[config.mk]
export PLATFORM = sky130hd
export DESIGN_NAME = acs_sequencer
export DESIGN_NICKNAME = d
export VERILOG_FILES = /design/src/rtl/acs_pkg.sv /design/src/rtl/acs_cal_regs.sv /design/src/rtl/acs_sequencer.sv
export SDC_FILE = /design/constraint.sdc
export NUM_CORES = 1
export LEC_CHECK = 0
export BUFFER_PORTS_ARGS = -buffer_cell sky130_fd_sc_hd__buf_2
export CAP_MARGIN = 20
export CELL_PAD_IN_SITES_DETAIL_PLACEMENT = 0
export CELL_PAD_IN_SITES_GLOBAL_PLACEMENT = 1
export CORE_UTILIZATION = 40
export DETAILED_ROUTE_END_ITERATION = 7
export HOLD_SLACK_MARGIN = 0.15
export PLACE_DENSITY_LB_ADDON = 0.1
export SLEW_MARGIN = 0
export SYNTH_ARGS = -nofsm -noshare
export SYNTH_HDL_FRONTEND = slang
export SYNTH_SLANG_ARGS = --single-unit
[constraint.sdc]
create_clock -name mclk -period 8.9 [get_ports mclk]
set_input_delay 0.89 -clock mclk [delete_from_list [all_inputs] [get_ports mclk]]
set_output_delay 0.89 -clock mclk [all_outputs]
set_load 0.1 [all_outputs]
[src/rtl/acs_pkg.sv]
// Package for the converter sequencer: register layout, timing, states
package acs_pkg;
    localparam int CAL_WIDTH        = 16;
    localparam int CAL_DATA_WIDTH   = 14;
    localparam int RESULT_WIDTH     = 12;
    localparam int DATA_BUS_WIDTH   = 16;
    // Register select codes on the parallel port address pins
    localparam logic [1:0] SEL_CONTROL = 2'h0;
    localparam logic [1:0] SEL_OFFSET  = 2'h1;
    localparam logic [1:0] SEL_GAIN    = 2'h2;
    localparam logic [1:0] SEL_RESULT  = 2'h3;
    // Control word fields
    localparam int CTRL_START_BIT   = 0;
    localparam int CTRL_BIPOLAR_BIT = 1;
    localparam logic [15:0] CONTROL_RESET = 16'h0000;
    // Mid-scale correction values after reset
    localparam logic [13:0] OFFSET_RESET = 14'h2000;
    localparam logic [13:0] GAIN_RESET   = 14'h2000;
    // Conversion length in half periods of the master clock
    localparam int CONV_HALF_PERIODS      = 33;
    localparam int CONV_HALF_PERIODS_LATE = 35;
    localparam int SETUP_NS       = 10;
    localparam int CLK_PERIOD_NS  = 20;
    // Setup shorter than a cycle: a start seen on the edge is taken as within setup
    localparam int SETUP_CYCLES   = (SETUP_NS + CLK_PERIOD_NS - 1) / CLK_PERIOD_NS;
    localparam int CAL_TIME_US    = 1000;
    localparam int CAL_CYCLES     = CAL_TIME_US * 1000 / CLK_PERIOD_NS;
    localparam int CNT_WIDTH      = 16;

    typedef enum logic [1:0] {
        ACS_IDLE    = 2'b00,
        ACS_CONVERT = 2'b01,
        ACS_LATCH   = 2'b11,
        ACS_CAL     = 2'b10
    } acs_state_type;
endpackage

[src/rtl/acs_cal_regs.sv]
// Offset and gain correction register pair with byte-wise access
`timescale 1ns/1ns
module acs_cal_regs (
    input  wire logic                       mclk,
    input  wire logic                       rst,
    input  wire logic                       wr_en,
    input  wire logic                       sel_gain,
    input  wire logic                       high_byte_select,
    input  wire logic                       byte_mode,
    input  wire logic [15:0]                wr_data,
    input  wire logic                       cal_load,
    input  wire logic [13:0]                cal_offset,
    input  wire logic [13:0]                cal_gain,
    output logic      [acs_pkg::CAL_WIDTH-1:0] offset_correction,
    output logic      [acs_pkg::CAL_WIDTH-1:0] gain_correction,
    output logic                            pointer_advance
);
    import acs_pkg::*;

    logic [CAL_DATA_WIDTH-1:0] offset_q;
    logic [CAL_DATA_WIDTH-1:0] gain_q;
    logic [7:0]                low_hold;

    // =============================================
    // Storage
    always_ff @(posedge mclk or posedge rst) begin
        if (rst) begin
            offset_q <= OFFSET_RESET;
            gain_q   <= GAIN_RESET;
            low_hold <= 8'h00;
        end else if (cal_load) begin
            offset_q <= cal_offset;
            gain_q   <= cal_gain;
        end else if (wr_en) begin
            if (byte_mode && !high_byte_select) begin
                low_hold <= wr_data[7:0];
            end else if (byte_mode) begin
                // Word commits only on the high byte so halves never tear
                if (sel_gain) begin
                    gain_q <= {wr_data[5:0], low_hold};
                end else begin
                    offset_q <= {wr_data[5:0], low_hold};
                end
            end else if (sel_gain) begin
                gain_q <= wr_data[13:0];
            end else begin
                offset_q <= wr_data[13:0];
            end
        end
    end

    assign pointer_advance   = wr_en && (!byte_mode || high_byte_select);
    assign offset_correction = {2'b00, offset_q};
    assign gain_correction   = {2'b00, gain_q};
endmodule

[src/rtl/acs_sequencer.sv]
// Conversion sequencer: start, track/hold, timing, busy, calibration, result port
// =============================================
`timescale 1ns/1ns
module acs_sequencer #(
    parameter int CAL_CYCLES_P = acs_pkg::CAL_CYCLES
) (
    input  wire logic                          mclk,
    input  wire logic                          rst,
    input  wire logic                          conv_start_n,
    input  wire logic                          cs_n,
    input  wire logic                          rd_n,
    input  wire logic                          wr_n,
    input  wire logic [1:0]                    reg_sel,
    input  wire logic                          byte_mode,
    input  wire logic                          high_byte_select,
    input  wire logic [15:0]                   data_in,
    input  wire logic [11:0]                   sar_code,
    input  wire logic [13:0]                   sar_cal_offset,
    input  wire logic [13:0]                   sar_cal_gain,
    output logic      [15:0]                   data_out,
    output logic                               data_oe_n,
    output logic                               busy,
    output logic                               track_hold,
    output logic                               sar_run,
    output logic                               cal_run,
    output logic      [acs_pkg::CAL_WIDTH-1:0] offset_correction,
    output logic      [acs_pkg::CAL_WIDTH-1:0] gain_correction,
    output logic                               cal_pointer_advance
);
    import acs_pkg::*;

    // =============================================
    // Pin synchronisers
    logic [2:0] start_sync;
    logic [2:0] wr_sync;
    logic [1:0] rd_sync;
    logic [1:0] cs_sync;
    always_ff @(posedge mclk or posedge rst) begin
        if (rst) begin
            start_sync <= 3'h7;
            wr_sync    <= 3'h7;
            rd_sync    <= 2'h3;
            cs_sync    <= 2'h3;
        end else begin
            start_sync <= {start_sync[1:0], conv_start_n};
            wr_sync    <= {wr_sync[1:0], wr_n};
            rd_sync    <= {rd_sync[0], rd_n};
            cs_sync    <= {cs_sync[0], cs_n};
        end
    end

    // =============================================
    // Address, mode and data pins
    // Quasi-static: held steady well before the synced strobe edge is seen
    logic [19:0] bus_pins_s1;
    logic [19:0] bus_pins_s2;
    always_ff @(posedge mclk or posedge rst) begin
        if (rst) begin
            bus_pins_s1 <= 20'h00000;
            bus_pins_s2 <= 20'h00000;
        end else begin
            bus_pins_s1 <= {reg_sel, byte_mode, high_byte_select, data_in};
            bus_pins_s2 <= bus_pins_s1;
        end
    end

    logic [1:0]  reg_sel_s;
    logic        byte_mode_s;
    logic        high_byte_s;
    logic [15:0] data_in_s;
    assign reg_sel_s   = bus_pins_s2[19:18];
    assign byte_mode_s = bus_pins_s2[17];
    assign high_byte_s = bus_pins_s2[16];
    assign data_in_s   = bus_pins_s2[15:0];

    logic start_rise;
    logic wr_end;
    logic sel;
    logic bus_write;
    assign start_rise = start_sync[1] && !start_sync[2];
    assign wr_end     = wr_sync[1] && !wr_sync[2];
    assign sel        = !cs_sync[1];
    assign bus_write  = wr_end && sel;

    // =============================================
    // Control register
    logic [15:0]   control;
    logic          first_done;
    logic [CNT_WIDTH+6:0] count;
    logic          sw_start;
    logic          start_req;
    logic          busy_fall;
    logic [11:0]   result;
    acs_state_type state;

    // Start accepted at end of write (or rising edge of pin)
    assign sw_start  = bus_write && reg_sel_s == SEL_CONTROL
                       && data_in_s[CTRL_START_BIT];
    assign start_req = start_rise || sw_start;
    assign busy_fall = state == ACS_LATCH || (state == ACS_CAL && count == 0);

    always_ff @(posedge mclk or posedge rst) begin
        if (rst) begin
            control <= CONTROL_RESET;
        end else if (bus_write && reg_sel_s == SEL_CONTROL) begin
            control <= data_in_s;
        end else if (busy_fall) begin
            control[CTRL_START_BIT] <= 1'b0;
        end
    end

    // =============================================
    // Sequencer
    always_ff @(posedge mclk or posedge rst) begin
        if (rst) begin
            state      <= ACS_IDLE;
            count      <= '0;
            first_done <= 1'b0;
        end else begin
            case (state)
                ACS_IDLE: begin
                    if (start_req && !first_done) begin
                        state      <= ACS_CAL;
                        first_done <= 1'b1;
                        count      <= (CNT_WIDTH+7)'(CAL_CYCLES_P - 1);
                    end else if (start_req) begin
                        state <= ACS_CONVERT;
                        // Edge seen late through sync; always within setup: shorter case
                        count <= (CNT_WIDTH+7)'((CONV_HALF_PERIODS + 1) / 2 - 1);
                    end
                end
                ACS_CONVERT: begin
                    if (count == 0) begin
                        state <= ACS_LATCH;
                    end else begin
                        count <= count - 1'b1;
                    end
                end
                ACS_LATCH: begin
                    state <= ACS_IDLE;
                end
                ACS_CAL: begin
                    if (count == 0) begin
                        state <= ACS_IDLE;
                    end else begin
                        count <= count - 1'b1;
                    end
                end
                default: begin
                    state <= ACS_IDLE;
                end
            endcase
        end
    end

    // Busy held from acceptance until result latched
    assign busy       = state != ACS_IDLE;
    assign track_hold = busy;
    assign sar_run    = state == ACS_CONVERT;
    assign cal_run    = state == ACS_CAL;

    // =============================================
    // Result register
    always_ff @(posedge mclk or posedge rst) begin
        if (rst) begin
            result <= 12'h000;
        end else if (state == ACS_LATCH) begin
            if (control[CTRL_BIPOLAR_BIT]) begin
                result <= {~sar_code[11], sar_code[10:0]};
            end else begin
                result <= sar_code;
            end
        end
    end

    // =============================================
    // Read port
    logic [15:0] next_data_out;
    always_comb begin
        case (reg_sel_s)
            SEL_CONTROL: next_data_out = {12'h000, 1'b0, 1'b0, control[1:0]};
            SEL_OFFSET:  next_data_out = offset_correction;
            SEL_GAIN:    next_data_out = gain_correction;
            SEL_RESULT:  next_data_out = {4'h0, result};
            default:     next_data_out = 16'h0000;
        endcase
        if (byte_mode_s) begin
            next_data_out = high_byte_s ? {8'h00, next_data_out[15:8]}
                                        : {8'h00, next_data_out[7:0]};
        end
    end

    always_ff @(posedge mclk or posedge rst) begin
        if (rst) begin
            data_out  <= 16'h0000;
            data_oe_n <= 1'b1;
        end else begin
            data_out  <= next_data_out;
            data_oe_n <= !(sel && !rd_sync[1]);
        end
    end

    // =============================================
    // Calibration registers
    logic cal_wr;
    logic cal_load;
    assign cal_wr   = bus_write && (reg_sel_s == SEL_OFFSET || reg_sel_s == SEL_GAIN);
    assign cal_load = state == ACS_CAL && count == 0;

    acs_cal_regs u_cal (
        .mclk              (mclk),
        .rst               (rst),
        .wr_en             (cal_wr),
        .sel_gain          (reg_sel_s == SEL_GAIN),
        .high_byte_select  (high_byte_s),
        .byte_mode         (byte_mode_s),
        .wr_data           (data_in_s),
        .cal_load          (cal_load),
        .cal_offset        (sar_cal_offset),
        .cal_gain          (sar_cal_gain),
        .offset_correction (offset_correction),
        .gain_correction   (gain_correction),
        .pointer_advance   (cal_pointer_advance)
    );
endmodule

==> results.json <==
{
  "status": "complete, no violations",
  "core_area_um2": 14800,
  "powerDensity_nw_per_um2": 409,
  "p_sw_share_pct": 48.2,
  "start_util_pct": 41.5,
  "cts_made_buffers": 17,
  "final_cell_area_um2": 7450,
  "finalClockSkew_ns": 0.0140,
  "num_io_pins": 120,
  "cap_violations": 0,
  "fmax_mhz": 334,
  "synth-async-reset-ratio_pct": 100,
  "yosys_warnings": 0,
  "fillerInstances": 1376,
  "power_switching_mw": 1.47,
  "worstSkewPairLatency_ns": 0.43,
  "max_slew.worst_pin.slew_ns": 1.13,
  "finalWirelength_um": 15000,
  "final_cell_mix": "dfrtp_1 (124), buf_2 (111), nand2_1 (54), mux2_2 (36), o21ai_0 (33)",
  "multi_input_comb_area_um2": 2520,
  "cts_resized": 0,
  "rows": 44,
  "p_comb_share_pct": 45.8,
  "finalNetCount": 714,
  "cts_setup_buffers": 0,
  "worstSetupPathType": "flip-flop to output port",
  "path_cells": "nor2b_1 > nor2_1 > buf_2",
  "die-area_um2": 15800,
  "syn_area_per_cell_um2": 11.5,
  "synth_cell_types": 55,
  "crit_slowest_cell": "dfrtp_1",
  "period_needed_ns": 2.99,
  "hold_start": "bus_pins_s1[4]",
  "hold_violations": 0,
  "grt_pass1_wl_um": 24500,
  "clock_sinks": 137,
  "synth_area_um2": 6130,
  "p_leak_nw": 3.37,
  "synth_edf_count": 0,
  "track_usage_pct": 20.2,
  "slew_headroom_pct": 24.6,
  "place.gp.congestion": 0.789,
  "met2_length_um": 7130,
  "routedWlPerCell_um": 18.0,
  "rr_startpoint": "count[14]",
  "cts_tree": "done",
  "holdPathStages": 0,
  "drt_iter0_markers": 348,
  "cp.required_ns": 8.01,
  "cp-start-kind": "flip-flop",
  "clock_path_buffers": 2,
  "critPathCaptureType": "output port",
  "netlist_instances": 533,
  "hpwl_um": 10300,
  "drive_gt1_share_pct": 32.3,
  "path_clk_slew_ns": 0.06,
  "layout_commonest_cell": "dfrtp_1",
  "critical_path.top_delay_family": "flip-flops",
  "peakVddDrop_mv": 0.153,
  "cp.arrival_ns": 2.10,
  "synth_ff_type": "dfrtp_1",
  "rrSetupSlack_ns": 5.95,
  "holdPathEnd": "bus_pins_s2[4]",
  "p_int_mw": 1.58,
  "htreeDepth": 4,
  "crit_path_max_incr_delay_ns": 0.86,
  "clkPwrFrac_pct": 23.7,
  "routed.top_layer": "met4",
  "wl_met3_um": 549,
  "n_antenna_cell": 0,
  "dr_total_vias": 4521,
  "first_global_vias": 4508,
  "dieWidth_um": 126,
  "pwr-share-seq_pct": 30.5,
  "worst-path-stages": 3,
  "wl_met1_um": 7110,
  "first_pass_iters": 7,
  "hold_buffers": 0,
  "r2r_cells": 6,
  "dieHeight_um": 126,
  "cp_max_fo": 18,
  "placed_area_um2": 6850,
  "synth_seq_cells": 137,
  "total_power_mw": 3.05,
  "tns_ns": 0,
  "rsz0062_at_grt": "false",
  "ant_nets": 0,
  "drc": 0,
  "syn_to_final_growth_pct": 21.6,
  "viasPerCell": 5.42,
  "ys_seq_area_share_pct": 56.2,
  "grt_overflow_total": 0,
  "hp-class": "flip-flop to flip-flop",
  "fin_util_pct": 50.5,
  "setup_viol_count_final": 0,
  "antenna_found_initial": 0,
  "register_area_um2": 3440,
  "slew_violations": 0,
  "portBuffers": 111,
  "grt_max_degree": 93,
  "r2r_end": "u_cal.low_hold[0]",
  "final.period_utilization_pct": 33.6,
  "cts_root_buf": "clkbuf_16",
  "crit_buf_inv": 1
}
## cell families (layout without fill, tap and decap cells)
family	after synthesis	after routing	share of synthesized area (%)
and+or+nand+nor	164	164	13.9
adders and majority gates	11	11	2.25
other	1	6	0.0612
DFF	137	137	56.2
xor gates and xnor gates	1	1	0.143
AOI/OAI and AO/OA	102	102	12.0
muxes	68	68	11.8
buffers and inverters	49	161	3.53
## sequential cells by signal, summed over array words and instances (netlist names), 3 cells and up
name and count:
u_cal.low_hold 8, start_sync 3, result 12, u_cal.offset_q 14, count 23, u_cal.gain_q 14
bus_pins_s1 18, data_out 14, bus_pins_s2 18, wr_sync 3
## Yosys cell counts (all sizes together) (2+ instances only)
| master | count | area (um^2) |
|---|---|---|
| a211oi | 5 | 37.5 |
| a21oi | 10 | 50.1 |
| a221o | 9 | 90.1 |
| a222oi | 12 | 120 |
| a22oi | 2 | 15.0 |
| and2 | 7 | 43.8 |
| buf | 14 | 85.1 |
| clkbuf | 23 | 86.3 |
| dfrtp | 124 | 3100 |
| dfstp | 13 | 342 |
| ha | 11 | 138 |
| inv | 12 | 45.0 |
| mux2 | 36 | 405 |
| mux2i | 32 | 320 |
| nand2 | 54 | 203 |
| nand2b | 2 | 12.5 |
| nand3 | 14 | 70.1 |
| nand3b | 4 | 30.0 |
| nand4 | 4 | 25.0 |
| nand4b | 2 | 17.5 |
| nor2 | 28 | 105 |
| nor2b | 3 | 18.8 |
| nor3 | 13 | 85.1 |
| nor3b | 9 | 67.6 |
| nor4 | 6 | 37.5 |
| nor4b | 4 | 35.0 |
| o211a | 2 | 20.0 |
| o211ai | 7 | 52.6 |
| o21ai | 33 | 165 |
| o22ai | 2 | 12.5 |
| o311a | 4 | 41.3 |
| o311ai | 3 | 26.3 |
| o31ai | 2 | 15.0 |
| or2 | 4 | 25.0 |
| or3 | 2 | 12.5 |
| or4 | 7 | 53.8 |
## area by class of cell
cell class                 instances  area share, %
tap                              184           3.09
timing repair buffer             117           8.06
clock buffer                      20           5.86
multi-input combinational        352           33.8
inverter                          12          0.672
sequential                       137           46.2
clock inverter                    12           2.23
## metal layers
metal / vias to the layer above / global-route usage, %
met2: 104 / 32.1
met5: - / 0
met3: 17 / 4.04
met4: 0 / 6.80
li1: 2146 / -
met1: 2254 / 27.8
## power groups by stage
stage	Sequential (mW)	Clock, mW	Combinational (mW)
2_1_floorplan	1.45	0	0.610
3_3_place_gp	0.931	0	1.38
3_5_place_dp	0.941	0	1.40
4_1_cts	0.931	0.735	1.40
5_1_grt	0.956	0.766	1.49
6_report	0.930	0.722	1.39
## through the flow
stage | worst slack [ns] | hold slack [ns] | instances
2_1_floorplan | 4.36 | 0.331 | 538
3_3_place_gp | 6.00 | 0.335 | 802
3_5_place_dp | 5.97 | 0.338 | 802
4_1_cts | 5.87 | 0.352 | 834
5_1_grt | 5.77 | 0.361 | 834
6_report | 5.91 | 0.349 | 834
## how the worst max path moves through the flow
| stage | start | endpoint |
|---|---|---|
| after floorplan | rst | bus_pins_s1[0] |
| after global placement | count[14] | u_cal.low_hold[1] |
| after detailed placement | count[14] | u_cal.low_hold[4] |
| after CTS | bus_pins_s2[17] | cal_pointer_advance |
| after global routing | count[14] | u_cal.low_hold[0] |
| final | bus_pins_s2[17] | cal_pointer_advance |
Power figures use the tool's default switching activity.
